--- src/common/ppr_pkg.sv ---
// Package of constants and types shared by the printer port register block.
package ppr_pkg;

  // Register offsets within the port base address range.
  localparam logic [2:0] OFS_DATA = 3'h0;
  localparam logic [2:0] OFS_STATUS = 3'h1;
  localparam logic [2:0] OFS_CONTROL = 3'h2;
  localparam logic [2:0] OFS_ENH_FIRST = 3'h3;

  // Control register field positions.
  localparam int CTL_STROBE = 0;
  localparam int CTL_AUTOFEED = 1;
  localparam int CTL_INIT = 2;
  localparam int CTL_SELIN = 3;
  localparam int CTL_IRQ_EN = 4;
  localparam int CTL_DIR = 5;
  localparam int CTL_RSV_LO = 6;
  localparam int CTL_RSV_HI = 7;

  // Status register field positions.
  localparam int ST_TIMEOUT = 0;
  localparam int ST_RSV = 1;
  localparam int ST_IRQ = 2;
  localparam int ST_ERROR = 3;
  localparam int ST_SELECTED = 4;
  localparam int ST_PAPER_END = 5;
  localparam int ST_ACK = 6;
  localparam int ST_NOT_BUSY = 7;

  // Reset values: control latch has only the init bit set; data latch clear.
  localparam logic [5:0] CTL_RESET = 6'h04;
  localparam logic [7:0] DATA_RESET = 8'h00;
  localparam logic [7:0] UNMAPPED_READ = 8'hff;

  // Base address limits for the enhanced mode.
  localparam logic [9:0] BASE_NO_ENH = 10'h3bc;
  localparam logic [9:0] BASE_ALIGN_MASK = 10'h007;

  // Enhanced-cycle timeout: least time of 10 us at a 125 MHz clock, rounded up.
  localparam int TMO_NS = 10000;
  localparam int CLK_MHZ = 125;
  localparam int TMO_CYC = (TMO_NS * CLK_MHZ + 999) / 1000;

  // Port operating modes; code 2'b11 is not used.
  typedef enum logic [1:0] {
    PPR_MODE_COMPAT = 2'b00,
    PPR_MODE_EXT = 2'b01,
    PPR_MODE_ENH = 2'b10
  } ppr_mode_t;

endpackage

--- src/design/ppr_sync.sv ---
// Two-flop synchroniser for a vector of asynchronous inputs.
`timescale 1ns/1ps
module ppr_sync #(
  parameter int W = 8,
  parameter logic [W-1:0] RST_VAL = '0
) (
  // Clock and reset.
  input wire logic ref_clk,
  input wire logic nrst,
  // Asynchronous input and its synchronised copy.
  input wire logic [W-1:0] async_in,
  output logic [W-1:0] sync_out
);

  logic [W-1:0] meta_q;

  // A zero-width chain has nothing to carry, so it is refused when the design is built.
  if (W < 1)
  begin
    $error("ppr_sync: width must be at least one");
  end

  // The first stage feeds only the second, so metastability stays contained.
  always_ff @(posedge ref_clk)
  begin
    if (!nrst)
    begin
      meta_q <= RST_VAL;
      sync_out <= RST_VAL;
    end
    else
    begin
      meta_q <= async_in;
      sync_out <= meta_q;
    end
  end

endmodule

--- src/design/ppr_tmo.sv ---
// Enhanced-cycle stall timeout counter producing a one-cycle pulse.
`timescale 1ns/1ps
module ppr_tmo #(
  parameter int TMO_CYC = ppr_pkg::TMO_CYC
) (
  // Clock and reset.
  input wire logic ref_clk,
  input wire logic nrst,
  // Counting is allowed only in enhanced mode while a cycle is stalled.
  input wire logic enable,
  input wire logic stall,
  // One-cycle pulse when the stall has lasted the full timeout.
  output logic tmo_pulse
);

  localparam int CW = $clog2(TMO_CYC + 1);
  localparam logic [CW-1:0] LAST = CW'(TMO_CYC - 1);

  logic [CW-1:0] cnt_q;
  logic fired_q;

  // A zero-cycle timeout would fire before any stall, so it is refused when built.
  if (TMO_CYC < 1)
  begin
    $error("ppr_tmo: timeout must be at least one cycle");
  end

  // Count stalled cycles; fire once per stall so a stuck cycle is not re-aborted.
  always_ff @(posedge ref_clk)
  begin
    if (!nrst)
    begin
      cnt_q <= '0;
      fired_q <= 1'b0;
      tmo_pulse <= 1'b0;
    end
    else if (!(enable && stall))
    begin
      cnt_q <= '0;
      fired_q <= 1'b0;
      tmo_pulse <= 1'b0;
    end
    else
    begin
      tmo_pulse <= 1'b0;
      if (!fired_q)
      begin
        if (cnt_q == LAST)
        begin
          tmo_pulse <= 1'b1;
          fired_q <= 1'b1;
        end
        else
          cnt_q <= cnt_q + CW'(1);
      end
    end
  end

endmodule

--- src/design/ppr_top.sv ---
// Printer port data, status and control registers with host strobe interface.
`timescale 1ns/1ps
// Behaviour
// - Data register moves bytes; direction from control bit 5 and port mode.
// - Compatible mode: writes drive lines, reads return latch, direction ignored.
// - Extended, direction 0: writes drive lines, reads return latch.
// - Extended, direction 1: reads sample lines, writes only update latch.
// - Data register resets to zero.
// - Writes to the status register are ignored.
// - Status bit 0 is timeout flag in enhanced mode, else reads 1.
// - Status bit 1 always reads 1.
// - Status bit 2 latches 0 on acknowledge rise in extended mode with control bit 4 set; read restores.
// - Status bits 3-5 show error, selected and paper-end pins directly.
// - Status bit 6 follows the acknowledge pin level.
// - Status bit 7 is the inverse of the busy pin.
// - Control reads return latch, but four handshake bits show pin levels.
// - Control bits 0, 1, 3 drive strobe, autofeed, select-in inverted.
// - Control bit 2 drives init non-inverted; default 1.
// - Control bit 4 gates interrupt; its source depends on the mode.
// - Control bit 5 reads back in enhanced mode, reads 1 otherwise.
// - Control bits 7 and 6 always read 1.
// - Enhanced mode needs aligned base, and not the third legacy base.
// - Enhanced mode offers wide transfers with hardware strobes; standard cycles remain.
// - Control resets to no autofeed, not selected, interrupt off, output direction.
module ppr_top #(
  parameter int TMO_CYC = ppr_pkg::TMO_CYC
) (
  // Clock and reset.
  input wire logic ref_clk,
  input wire logic nrst,
  // Host bus strobes, address and data.
  input wire logic host_cs_n,
  input wire logic host_rd_n,
  input wire logic host_wr_n,
  input wire logic [2:0] host_addr,
  input wire logic [7:0] host_data_i,
  output logic [7:0] host_data_o,
  output logic host_data_oe_n,
  // Port configuration.
  input wire logic [1:0] port_mode,
  input wire logic legacy_addr,
  input wire logic [9:0] base_addr,
  output logic enh_allowed,
  // Parallel data lines.
  input wire logic [7:0] parallel_data_lines_i,
  output logic [7:0] parallel_data_lines_o,
  output logic parallel_data_lines_oe_n,
  // Printer control outputs and their pin readback.
  output logic data_strobe_out,
  output logic auto_feed_out,
  output logic init_out,
  output logic select_in_out,
  input wire logic data_strobe_pin,
  input wire logic auto_feed_pin,
  input wire logic init_pin,
  input wire logic select_in_pin,
  // Printer status inputs.
  input wire logic printer_error_n_in,
  input wire logic printer_selected_in,
  input wire logic paper_end_in,
  input wire logic ack_n_in,
  input wire logic busy_in,
  // Interrupt output, floated while disabled.
  output logic port_interrupt,
  output logic port_interrupt_oe_n,
  // Enhanced transfer engine hand-off.
  input wire logic enh_stall,
  output logic enh_timeout,
  output logic enh_reg_rd,
  output logic enh_reg_wr,
  output logic [2:0] enh_reg_idx
);

  localparam int SW = 31;
  localparam logic [SW-1:0] SYNC_RST = {1'b1, 1'b1, 1'b1, 3'h0, 8'h00, 8'h00,
                                        1'b1, 1'b1, 1'b0, 1'b1,
                                        1'b1, 1'b0, 1'b0, 1'b1, 1'b0};

  // Synchronised copies of all asynchronous inputs.
  logic s_cs_n, s_rd_n, s_wr_n;
  logic [2:0] s_addr;
  logic [7:0] s_hdata, s_pd;
  logic s_stb, s_afd, s_init, s_select_in_out;
  logic s_err_n, s_printer_selected_in, s_pe, s_ack_n, s_busy;

  // Register state.
  logic [7:0] data_q;
  logic [5:0] ctl_q;
  logic tmo_flag_q;
  logic irq_flag_q;
  logic ack_n_prev_q;
  logic [1:0] mode_prev_q;
  logic wr_act_q, rd_act_q;
  logic [2:0] wr_addr_q, rd_addr_q;
  logic [7:0] wr_data_q;
  logic [7:0] rdata_q;
  logic irq_q, irq_oe_n_q;

  // Decoded conditions.
  ppr_pkg::ppr_mode_t mode;
  logic wr_now, rd_now, wr_done, rd_done;
  logic ack_rise, enh_entry, tmo_pulse;
  logic drive_lines;
  logic [7:0] status_val, control_val, read_val;

  // Host bus and pin inputs cross into the clock domain through two flops.
  ppr_sync #(
    .W(SW),
    .RST_VAL(SYNC_RST)
  ) u_sync (
    .ref_clk(ref_clk),
    .nrst(nrst),
    .async_in({host_cs_n, host_rd_n, host_wr_n, host_addr, host_data_i,
               parallel_data_lines_i, data_strobe_pin, auto_feed_pin, init_pin,
               select_in_pin, printer_error_n_in, printer_selected_in,
               paper_end_in, ack_n_in, busy_in}),
    .sync_out({s_cs_n, s_rd_n, s_wr_n, s_addr, s_hdata, s_pd, s_stb, s_afd,
               s_init, s_select_in_out, s_err_n, s_printer_selected_in, s_pe, s_ack_n, s_busy})
  );

  // Enhanced mode is refused at a misaligned base or the third legacy base.
  function automatic logic base_ok(input logic [9:0] base, input logic legacy);
    base_ok = ((base & ppr_pkg::BASE_ALIGN_MASK) == 10'h000) &&
              !(legacy && (base == ppr_pkg::BASE_NO_ENH));
  endfunction

  // Effective mode; an enhanced request that the base cannot serve runs extended.
  always_comb
  begin
    enh_allowed = base_ok(base_addr, legacy_addr);
    unique case (port_mode)
      2'b00: mode = ppr_pkg::PPR_MODE_COMPAT;
      2'b01: mode = ppr_pkg::PPR_MODE_EXT;
      2'b10: mode = enh_allowed ? ppr_pkg::PPR_MODE_ENH : ppr_pkg::PPR_MODE_EXT;
      default: mode = ppr_pkg::PPR_MODE_COMPAT;
    endcase
  end

  // Strobe phases: a write commits when its strobe ends, so data is stable.
  assign wr_now = !s_cs_n && !s_wr_n;
  assign rd_now = !s_cs_n && !s_rd_n;
  assign wr_done = wr_act_q && !wr_now;
  assign rd_done = rd_act_q && !rd_now;
  assign ack_rise = !ack_n_prev_q && s_ack_n;
  assign enh_entry = (mode == ppr_pkg::PPR_MODE_ENH) &&
                     (mode_prev_q != ppr_pkg::PPR_MODE_ENH);

  // Capture address while each strobe is active, and data while the write strobe is.
  always_ff @(posedge ref_clk)
  begin
    if (!nrst)
    begin
      wr_act_q <= 1'b0;
      rd_act_q <= 1'b0;
      wr_addr_q <= 3'h0;
      rd_addr_q <= 3'h0;
      wr_data_q <= 8'h00;
    end
    else
    begin
      wr_act_q <= wr_now;
      rd_act_q <= rd_now;
      if (wr_now)
      begin
        wr_addr_q <= s_addr;
        wr_data_q <= s_hdata;
      end
      if (rd_now)
        rd_addr_q <= s_addr;
    end
  end

  // Data latch: every mode stores writes; whether lines follow is decided below.
  always_ff @(posedge ref_clk)
  begin
    if (!nrst)
      data_q <= ppr_pkg::DATA_RESET;
    else if (wr_done && wr_addr_q == ppr_pkg::OFS_DATA)
      data_q <= wr_data_q;
  end

  // Control latch; status offset writes fall through and change nothing.
  always_ff @(posedge ref_clk)
  begin
    if (!nrst)
      ctl_q <= ppr_pkg::CTL_RESET;
    else if (wr_done && wr_addr_q == ppr_pkg::OFS_CONTROL)
      ctl_q <= wr_data_q[5:0];
  end

  // Lines are driven except in extended mode with the direction bit set.
  assign drive_lines = !((mode == ppr_pkg::PPR_MODE_EXT) &&
                         ctl_q[ppr_pkg::CTL_DIR]);
  assign parallel_data_lines_o = data_q;
  assign parallel_data_lines_oe_n = !drive_lines;

  // Handshake outputs; three are active low, init follows its bit directly.
  assign data_strobe_out = !ctl_q[ppr_pkg::CTL_STROBE];
  assign auto_feed_out = !ctl_q[ppr_pkg::CTL_AUTOFEED];
  assign select_in_out = !ctl_q[ppr_pkg::CTL_SELIN];
  assign init_out = ctl_q[ppr_pkg::CTL_INIT];

  // Edge and mode history.
  always_ff @(posedge ref_clk)
  begin
    if (!nrst)
    begin
      ack_n_prev_q <= 1'b1;
      mode_prev_q <= ppr_pkg::PPR_MODE_COMPAT;
    end
    else
    begin
      ack_n_prev_q <= s_ack_n;
      mode_prev_q <= mode;
    end
  end

  // Stalled enhanced cycles are aborted after the timeout.
  ppr_tmo #(
    .TMO_CYC(TMO_CYC)
  ) u_tmo (
    .ref_clk(ref_clk),
    .nrst(nrst),
    .enable(mode == ppr_pkg::PPR_MODE_ENH),
    .stall(enh_stall),
    .tmo_pulse(tmo_pulse)
  );
  assign enh_timeout = tmo_pulse;

  // Timeout flag: the set outranks a clear in the same cycle, so no event is lost.
  always_ff @(posedge ref_clk)
  begin
    if (!nrst)
      tmo_flag_q <= 1'b1;
    else if (tmo_pulse)
      tmo_flag_q <= 1'b1;
    else if (enh_entry)
      tmo_flag_q <= 1'b0;
    else if (rd_done && rd_addr_q == ppr_pkg::OFS_STATUS)
      tmo_flag_q <= 1'b0;
  end

  // Acknowledge latch, active low; a new edge beats the read that restores it.
  always_ff @(posedge ref_clk)
  begin
    if (!nrst)
      irq_flag_q <= 1'b1;
    else if (mode != ppr_pkg::PPR_MODE_EXT || !ctl_q[ppr_pkg::CTL_IRQ_EN])
      irq_flag_q <= 1'b1;
    else if (ack_rise)
      irq_flag_q <= 1'b0;
    else if (rd_done && rd_addr_q == ppr_pkg::OFS_STATUS)
      irq_flag_q <= 1'b1;
  end

  // Status image built from live pins and the two flags.
  always_comb
  begin
    status_val = 8'h00;
    status_val[ppr_pkg::ST_TIMEOUT] = (mode == ppr_pkg::PPR_MODE_ENH) ? tmo_flag_q : 1'b1;
    status_val[ppr_pkg::ST_RSV] = 1'b1;
    status_val[ppr_pkg::ST_IRQ] = irq_flag_q;
    status_val[ppr_pkg::ST_ERROR] = s_err_n;
    status_val[ppr_pkg::ST_SELECTED] = s_printer_selected_in;
    status_val[ppr_pkg::ST_PAPER_END] = s_pe;
    status_val[ppr_pkg::ST_ACK] = s_ack_n;
    status_val[ppr_pkg::ST_NOT_BUSY] = !s_busy;
  end

  // Control image: pin readback lets an externally forced level show through.
  always_comb
  begin
    control_val = 8'h00;
    control_val[ppr_pkg::CTL_STROBE] = !s_stb;
    control_val[ppr_pkg::CTL_AUTOFEED] = !s_afd;
    control_val[ppr_pkg::CTL_INIT] = s_init;
    control_val[ppr_pkg::CTL_SELIN] = !s_select_in_out;
    control_val[ppr_pkg::CTL_IRQ_EN] = ctl_q[ppr_pkg::CTL_IRQ_EN];
    control_val[ppr_pkg::CTL_DIR] = (mode == ppr_pkg::PPR_MODE_ENH) ?
                                    ctl_q[ppr_pkg::CTL_DIR] : 1'b1;
    control_val[ppr_pkg::CTL_RSV_LO] = 1'b1;
    control_val[ppr_pkg::CTL_RSV_HI] = 1'b1;
  end

  // Read multiplexer; enhanced offsets belong to the transfer engine.
  always_comb
  begin
    unique case (s_addr)
      ppr_pkg::OFS_DATA: read_val = drive_lines ? data_q : s_pd;
      ppr_pkg::OFS_STATUS: read_val = status_val;
      ppr_pkg::OFS_CONTROL: read_val = control_val;
      default: read_val = ppr_pkg::UNMAPPED_READ;
    endcase
  end

  // Read data is registered on every cycle of the read strobe and held once it ends.
  always_ff @(posedge ref_clk)
  begin
    if (!nrst)
      rdata_q <= 8'h00;
    else if (rd_now)
      rdata_q <= read_val;
  end
  assign host_data_o = rdata_q;
  assign host_data_oe_n = !(rd_now && rd_act_q);

  // Enhanced register accesses are handed to the engine as one-cycle pulses.
  always_ff @(posedge ref_clk)
  begin
    if (!nrst)
    begin
      enh_reg_rd <= 1'b0;
      enh_reg_wr <= 1'b0;
      enh_reg_idx <= 3'h0;
    end
    else
    begin
      enh_reg_rd <= (mode == ppr_pkg::PPR_MODE_ENH) && rd_now && !rd_act_q &&
                    (s_addr >= ppr_pkg::OFS_ENH_FIRST);
      enh_reg_wr <= (mode == ppr_pkg::PPR_MODE_ENH) && wr_done &&
                    (wr_addr_q >= ppr_pkg::OFS_ENH_FIRST);
      if (rd_now)
        enh_reg_idx <= s_addr;
      else if (wr_done)
        enh_reg_idx <= wr_addr_q;
    end
  end

  // Interrupt source per mode; it floats while the enable bit is clear.
  always_ff @(posedge ref_clk)
  begin
    if (!nrst)
    begin
      irq_q <= 1'b0;
      irq_oe_n_q <= 1'b1;
    end
    else
    begin
      irq_oe_n_q <= !ctl_q[ppr_pkg::CTL_IRQ_EN];
      unique case (mode)
        ppr_pkg::PPR_MODE_COMPAT: irq_q <= s_ack_n;
        ppr_pkg::PPR_MODE_EXT: irq_q <= !irq_flag_q;
        ppr_pkg::PPR_MODE_ENH: irq_q <= s_ack_n || tmo_pulse;
        default: irq_q <= 1'b0;
      endcase
    end
  end
  assign port_interrupt = irq_q;
  assign port_interrupt_oe_n = irq_oe_n_q;

endmodule

--- config.mk ---
export PLATFORM = sky130hd
export DESIGN_NAME = ppr_top
export DESIGN_NICKNAME = d
export VERILOG_FILES = /design/src/common/ppr_pkg.sv /design/src/design/ppr_sync.sv /design/src/design/ppr_tmo.sv /design/src/design/ppr_top.sv
export SDC_FILE = /design/constraint.sdc
export NUM_CORES = 1
export LEC_CHECK = 0
export BUFFER_PORTS_ARGS = -buffer_cell sky130_fd_sc_hd__buf_2
export CORE_ASPECT_RATIO = 1.1
export CORE_MARGIN = 1
export CORE_UTILIZATION = 40
export CTS_CLUSTER_SIZE = 24
export DETAILED_ROUTE_END_ITERATION = 12
export GPL_ROUTABILITY_DRIVEN = 0
export PLACE_DENSITY = 0.65
export SYNTH_ARGS = -nofsm -noshare
export SYNTH_HDL_FRONTEND = slang
export SYNTH_HIERARCHICAL = 1
export SYNTH_SLANG_ARGS = --single-unit
--- constraint.sdc ---
create_clock -name ref_clk -period 1.85 [get_ports ref_clk]
set_clock_uncertainty 0.15 [all_clocks]
set_input_delay 0.37 -clock ref_clk [delete_from_list [all_inputs] [get_ports ref_clk]]
set_output_delay 0.37 -clock ref_clk [all_outputs]
set_load 0.1 [all_outputs]
==> results of run 1 <==
-- power groups by stage --
stage	clock, mW	sequential, mW	combinational, mW
after global routing	3.42	2.80	0.324
after CTS	3.26	2.79	0.294
after detailed placement	0	2.85	0.275
final	3.20	2.79	0.295
after global placement	0	2.85	0.271
after floorplan	0	2.87	0.139
-- state kept, by name, indices dropped and copies added (netlist names), 2 cells and up --
signal and count:
u_sync/meta_q 31, u_sync/sync_out 31, u_tmo/cnt_q 11, host_data_o 8, parallel_data_lines_o 8, wr_data_q 8, ctl_q 6, enh_reg_idx 3
rd_addr_q 3, wr_addr_q 3, mode_prev_q 2
-- per-stage QoR --
| stage | hold slack, ns | instance area (sq um) | worst slack, ns |
|---|---|---|---|
| after floorplan | 0.236 | 4630 | -0.316 |
| after global placement | 0.246 | 5300 | -0.187 |
| after detailed placement | 0.242 | 5300 | -0.212 |
| after CTS | 0.000321 | 6010 | -0.0326 |
| after global routing | 0.00359 | 6040 | -0.0627 |
| final | 0.0150 | 6040 | -0.0235 |
-- placed cells by master, fill, tap and decap left out, types with 4 or more instances in the layout --
master           n
or3_1            4
o21ai_0         19
a21boi_0        14
clkinv_4         5
dfxtp_1        124
inv_1            9
clkinvlp_4       5
buf_4           34
a31oi_1          8
nor2b_1         15
nand2b_1        20
nand3b_1         6
a21oi_1         15
nor2_1          12
buf_2           64
nand2_1         46
mux2i_1         19
nand3_1          8
and2_1          53
nand4b_1         4
clkbuf_16       17
dlygate4sd3_1   10
-- final cells by class --
class                      instances  area [sq um]  share of cell area [%]
sequential                       125          2500                    41.5
multi-input combinational        293          1950                    32.3
timing repair buffer             114           764                    12.7
clock buffer                      20           447                    7.40
tap                              147           184                    3.05
clock inverter                    12           141                    2.34
inverter                          11          48.8                   0.808
-- worst max-delay path, stage by stage --
cell and delay (ns):
buf_8 0.09, inv_8 0.03, ha_4 0.15, nor4b_4 0.13
nor4b_4 0.26, buf_6 0.16, buf_12 0.17
-- timing repair --
item,in CTS,in global routing
resized for setup,8,4
hold buffers,8,2
endpoints found under the setup margin,2,3
pin swaps,3,0
setup buffers,2,0
hold endpoints to repair,8,2
-- logic make-up (layout without fill, tap and decap cells) --
| kind of cell | Yosys count | count (layout) | share of synthesized area, % |
|---|---|---|---|
| AO/OA/AOI/OAI | 71 | 71 | 9.82 |
| adder cells (fa/ha/maj) | 4 | 4 | 1.10 |
| multiplexers | 23 | 23 | 5.16 |
| AND/OR/NAND/NOR | 194 | 194 | 25.6 |
| XOR/XNOR | 1 | 1 | 0.192 |
| flip-flops | 125 | 125 | 54.9 |
| buffers and inverters | 34 | 157 | 3.24 |
-- routing by layer --
layer	share of wire (%)	wire [um]	global-route usage [%]	up-vias
met5	0	0	0	-
met1	46	4420	21.2	1591
met4	2.2	210	8.67	0
li1	-	-	-	1751
met2	46	4430	27.9	98
met3	5.1	490	5.60	15
-- final timing paths --
| path | slack [ns] | startpoint | end | cells past startpoint |
|---|---|---|---|---|
| max reg2reg | 0.09 | rd_act_q$_SDFF_PN0_ | tmo_flag_q$_SDFFE_PP1P_ | 4 |
| max | -0.02 | port_mode[0] | parallel_data_lines_oe_n | 7 |
| min reg2reg | 0.26 | u_sync/meta_q[29]$_SDFF_PN1_ | u_sync/sync_out[29]$_SDFF_PN1_ | 1 |
| min | 0.02 | parallel_data_lines_i[6] | u_sync/meta_q[15]$_SDFF_PN0_ | 2 |
==> results.txt, run 1 <==
Non-Filler Instances: 722
Most frequent cell after synthesis: dfxtp_1
Ys flop type: dfxtp_1
Via-to-Cell Ratio: 4.79
CTS tree: done
Mean Syn Cell Area: 10.1 sq um
Antenna violations before repair: 0
Total negative slack: -0.0235 ns
Starting Density: 41.4%
Switching power: 1.36 mW
Share of post-route cells with drive strength above 1: 27.7%
Port bufs: 69
Area leader, netlist: dfxtp_1
Fin crit period: 1.87 ns
Row cnt: 40
Clock Path Buffers: 2
Final Net Count: 613
Pleak: 2.43 nW
Worst-path clk slew: 0.06 ns
Final Hold Viols: 0
DRC: 0
Num CTS Buffers: 17
Die ar.: 11,800 sq um
CP Launch Type: input pin
Post-synth EDFFs: 0
Syn_nets: 503
Final setup fails: 1
Synth cell types: 49
CP Class: in2out
Synth Register Bits: 125
Antenna Diode Count: 0
Post-layout util: 54.9%
Status: finished with violations
Share of power burned in combinational logic: 4.7%
Area contributors post-synth: dfxtp_1, and2_1, mux2i_1, nand2_1, nand2b_1
Fillers: 1,005
Endpoint type of the worst setup path: output port
Remaining Overflow, GRT: 0
CTS root buffer: clkbuf_16
Iteration-0 DRC Markers: 205
Die Height: 114 um
Commonest cells post-synth: dfxtp_1, and2_1, nand2_1
HP Class: in2reg
RSZ-0062 raised after global routing: true
Routed WL per cell: 13.2 um
All-Layer GR Usage: 17.4%
Final worst slack: -0.0235 ns
DR pass1 iterations: 4
Placed insts: 678
IO Count: 78
Required @ worst endpoint: 1.33 ns
Max Cap Viol: 0
Synthesized area: 4560 sq um
First-pass GRT wire length: 15,900 um
Tot Pwr: 6.29 mW
Pins Over Slew Limit: 0
Vias: 3,455
CTS Sinks: 125
Slew margin rel.: 63.9%
Net Sw Frac: 21.6%
Peak supply drop: 0.624 mV
H-tree Lvls: 4
Failing checks: setup timing
Power per Cell Area: 1040 nW/um^2
Period utilization: 101%
Share of the synthesized area in the top cell type: 54.9%
YS warnings: 6
Worst slew pin tran: 0.528 ns
Internal power: 4.93 mW
Syn Inst Count: 452
Vias in the first global route: 3,312
Seq/Total Area, Yosys: 54.9%
Crit path max fanout: 2
Sequential group share of total power: 44.4%
Clock latency on the worst-skew pair: 0.41 ns
Overall die width: 104 um
Post-DP HPWL: 6680 um
DRT Wirelength: 9550 um
Core ar.: 11,000 sq um
Worst EP arrival: 1.35 ns
Largest net degree at the start of global routing: 49
Area Overhead vs Synth: 32.5%
Post-synth ARST share: 0%
Top achievable clock speed: 0.534 GHz
Number of routed nets with antenna violations: 0
Clock power frac: 50.9%
Power figures use the tool's default switching activity.
==> run 2: changes to the inputs <==
Settings changed: SKIP_LAST_GASP set to 1.
==> results.txt, run 2 (same netlist as run 1, synthesis figures left out) <==
Die Height: 114 um
CTS root buffer: clkbuf_16
IO Count: 78
Required @ worst endpoint: 1.33 ns
Remaining Overflow, GRT: 0
Vias: 3,443
RSZ-0062 raised after global routing: true
All-Layer GR Usage: 17.4%
Iteration-0 DRC Markers: 198
Non-Filler Instances: 722
Most common cell after layout, fill and taps aside: dfxtp_1
HP Class: in2reg
Placed insts: 678
Worst EP arrival: 1.35 ns
Slew margin rel.: 64.4%
Number of routed nets with antenna violations: 0
Pins Over Slew Limit: 0
Finished Cell Area: 6050 sq um
Num CTS Buffers: 17
Post-DP HPWL: 6680 um
Tot Pwr: 6.29 mW
Status: finished with violations
Final setup fails: 1
Worst-path clk slew: 0.06 ns
Worst slew pin tran: 0.521 ns
Fin crit period: 1.87 ns
Power per Cell Area: 1040 nW/um^2
Clock latency on the worst-skew pair: 0.41 ns
CTS tree: done
CP Launch Type: input pin
Vias in the first global route: 3,309
Area Overhead vs Synth: 32.7%
Routed WL per cell: 13.3 um
Peak supply drop: 0.624 mV
Crit path max fanout: 2
Max Cap Viol: 0
First-pass GRT wire length: 15,900 um
Port bufs: 69
Final Net Count: 613
Largest net degree at the start of global routing: 49
Failing checks: setup timing
Biggest regs: u_sync/meta_q (31), u_sync/sync_out (31), u_tmo/cnt_q (11)
DRC: 0
Pleak: 2.43 nW
Clock Path Buffers: 2
Antenna violations before repair: 0
CTS Sinks: 125
H-tree Lvls: 4
Endpoint type of the worst setup path: output port
Die ar.: 11,800 sq um
Antenna Diode Count: 0
Starting Density: 41.4%
DRT Wirelength: 9570 um
Via-to-Cell Ratio: 4.77
Pre-CTS WS: -0.212 ns
Most frequent cells in the layout: dfxtp_1, buf_2, and2_1
DR pass1 iterations: 4
Overall die width: 104 um
Row cnt: 40
Final worst slack: -0.0238 ns
Period utilization: 101%
Share of post-route cells with drive strength above 1: 27.7%
CP Class: in2out
Final Hold Viols: 0
Top achievable clock speed: 0.534 GHz
Core ar.: 11,000 sq um
Placed Area: 5300 sq um
[run 2: changes by cell type in the layout (fill, tap and decap cells not counted)]
cell	delta
ha_2	-1
ha_4	+1
[run 2: final timing paths]
| path | slack, ns | from | endpoint | cells after the start |
|---|---|---|---|---|
| hold reg to reg | 0.26 | u_sync/meta_q[29]$_SDFF_PN1_ | u_sync/sync_out[29]$_SDFF_PN1_ | 1 |
| setup / recovery | -0.02 | port_mode[0] | parallel_data_lines_oe_n | 7 |
| hold / removal | 0.01 | parallel_data_lines_i[6] | u_sync/meta_q[15]$_SDFF_PN0_ | 2 |
| setup reg to reg | 0.09 | rd_act_q$_SDFF_PN0_ | tmo_flag_q$_SDFFE_PP1P_ | 4 |
[run 2: power breakdown]
part / internal, mW / switching [mW]
Combinational: 0.144 / 0.153
Clock: 2.02 / 1.18
Sequential: 2.77 / 0.0262
[run 2: cell type report]
cell class / instances / area [sq um]
multi-input combinational: 293 / 1960
clock inverter: 12 / 141
fill: 1004 / 4960
timing repair buffer: 114 / 764
sequential: 125 / 2500
tap: 147 / 184
clock buffer: 20 / 447
inverter: 11 / 48.8
[run 2: per-layer routing]
layer  vias up  part of all wire [%]  global-route usage, %
met3         6                   5.1                   5.66
li1       1748                     -                      -
met5         -                     0                      0
met1      1595                    47                   21.2
met2        94                    47                   27.9
met4         0                   1.4                   8.67
[run 2: timing repair]
item,CTS,global route
setup endpoints to repair,2,6
hold buffers,8,2
buffers inserted,2,0
pin swaps,0,2
resized for setup,4,9
hold endpoints to repair,8,2
[run 2: stage by stage]
stage | setup TNS, ns | utilization, % | hold slack [ns]
6_report | -0.0238 | 54.9 | 0.0144
3_3_place_gp | -1.50 | 48.1 | 0.246
2_1_floorplan | -3.85 | - | 0.236
5_1_grt | -0.0627 | 54.9 | 0.00359
4_1_cts | -0.0844 | 54.5 | 0.000321
3_5_place_dp | -2.37 | 48.1 | 0.242
[run 2: critical path, stage by stage]
cell     delay (ns)
buf_8          0.09
inv_8          0.03
ha_4           0.15
nor4b_4        0.13
nor4b_4        0.26
buf_6          0.16
buf_12         0.17
==> run 3: changes to the inputs <==
Settings changed: RECOVER_POWER set to 50.
==> results.txt, run 3 (same netlist as run 1, synthesis figures left out) <==
Endpoint type of the worst setup path: output port
DRC: 0
Worst-path clk slew: 0.06 ns
Area Overhead vs Synth: 32.4%
Reg-to-reg startpoint: rd_act_q$_SDFF_PN0_
Core ar.: 11,000 sq um
Multi-input gate area: 1960 sq um
Fin crit period: 1.87 ns
First-pass GRT wire length: 15,900 um
Pleak: 2.41 nW
DR pass1 iterations: 4
HP Class: in2reg
Most common cell after layout, fill and taps aside: dfxtp_1
DRT Wirelength: 9560 um
Clock Path Buffers: 2
Period utilization: 101%
Crit-path leading delay family: buffers and inverters
Crit path max fanout: 2
Hold path start: host_addr[2]
Num CTS Buffers: 17
Failing checks: setup timing
Share of post-route cells with drive strength above 1: 27.1%
WL met1: 4390 um
Worst Path Buf+Inv: 4
Wire length on met3: 499 um
CP Launch Type: input pin
Worst-path cell chain: buf_8 -> inv_8 -> ha_4 -> nor4b_4 -> nor4b_4 -> buf_6 -> buf_12
Number of routed nets with antenna violations: 0
Die Height: 114 um
Peak supply drop: 0.624 mV
H-tree Lvls: 4
Clock latency on the worst-skew pair: 0.41 ns
Routed WL per cell: 13.2 um
Starting Density: 41.4%
Port bufs: 69
Top achievable clock speed: 0.534 GHz
Remaining Overflow, GRT: 0
Max Cap Viol: 0
Row cnt: 40
Worst EP arrival: 1.35 ns
Die ar.: 11,800 sq um
Pins Over Slew Limit: 0
Antenna violations before repair: 0
CP startpoint: port_mode[0]
Final worst slack: -0.0229 ns
Met2 Routed Length: 4460 um
All-Layer GR Usage: 17.4%
Biggest regs: u_sync/meta_q (31), u_sync/sync_out (31), u_tmo/cnt_q (11)
Overall die width: 104 um
RSZ-0062 raised after global routing: true
Slowest stage cell, crit path: nor4b_4
Required @ worst endpoint: 1.33 ns
Status: finished with violations
Slew margin rel.: 55.5%
Reg area: 2500 sq um
Antenna Diode Count: 0
Final setup fails: 1
Power per Cell Area: 1040 nW/um^2
CTS Sinks: 125
Most frequent cells in the layout: dfxtp_1, buf_2, and2_1
Total negative slack: -0.0229 ns
Final Net Count: 613
Fillers: 1,011
Vias in the first global route: 3,309
CTS root buffer: clkbuf_16
Top cell by count, worst path: nor4b_4
Top Metal Used: met4
Largest net degree at the start of global routing: 49
Post-DP HPWL: 6680 um
IO Count: 78
Via-to-Cell Ratio: 4.78
CTS tree: done
Iteration-0 DRC Markers: 226
Worst path max stage delay: 0.26 ns
Hold Slack: 0.0136 ns
Final Hold Viols: 0
Worst slew pin tran: 0.667 ns
CP Class: in2out
Vias: 3,454
-- run 3: changes by cell type in the layout (fill, tap and decap cells not counted), sizes merged --
cell / delta
buf: -5
clkbuf: +5
-- run 3: layout make-up --
type,instances,area share [%]
Sequential cell,125,41.5
Clock inverter,12,2.34
Multi-Input combinational cell,293,32.5
Clock buffer,20,7.40
Tap cell,147,3.05
Timing Repair Buffer,114,12.4
Inverter,11,0.808
-- run 3: worst paths after layout --
kind / endpoint / slack (ns) / depth (start not counted)
worst min register to register: u_sync/sync_out[29]$_SDFF_PN1_ / 0.26 / 1
worst max register to register: tmo_flag_q$_SDFFE_PP1P_ / 0.10 / 4
worst max-delay path: parallel_data_lines_oe_n / -0.02 / 7
worst min-delay path: u_sync/meta_q[27]$_SDFF_PN0_ / 0.01 / 2
-- run 3: what timing repair did --
item | CTS | global route
resized for setup | 4 | 9
hold buffers | 8 | 2
hold endpoints to repair | 8 | 2
setup endpoints to repair | 2 | 6
setup buffers | 2 | 0
pin swaps | 0 | 2
-- run 3: power breakdown --
part / switching (mW) / internal, mW / leakage [nW]
clock: 1.18 / 2.02 / 0.269
sequential: 0.0260 / 2.76 / 1.02
combinational: 0.153 / 0.141 / 1.12
-- run 3: through the flow --
| stage | std cells | cell area [sq um] | setup WS [ns] | total power [mW] | util (%) |
|---|---|---|---|---|---|
| final | 722 | 6040 | -0.0229 | 6.29 | 54.8 |
| after global routing | 722 | 6040 | -0.0627 | 6.54 | 54.8 |
| after CTS | 720 | 6000 | -0.0844 | 6.34 | 54.5 |
| after detailed placement | 678 | 5300 | -0.212 | 3.12 | 48.1 |
| after global placement | 678 | 5300 | -0.187 | 3.12 | 48.1 |
| after floorplan | 452 | 4630 | -0.316 | 3.01 | - |
-- run 3: routing by layer --
metal | up-vias | track usage, %
met3 | 15 | 5.66
met5 | - | 0
met2 | 96 | 27.9
li1 | 1750 | -
met1 | 1593 | 21.2
met4 | 0 | 8.67
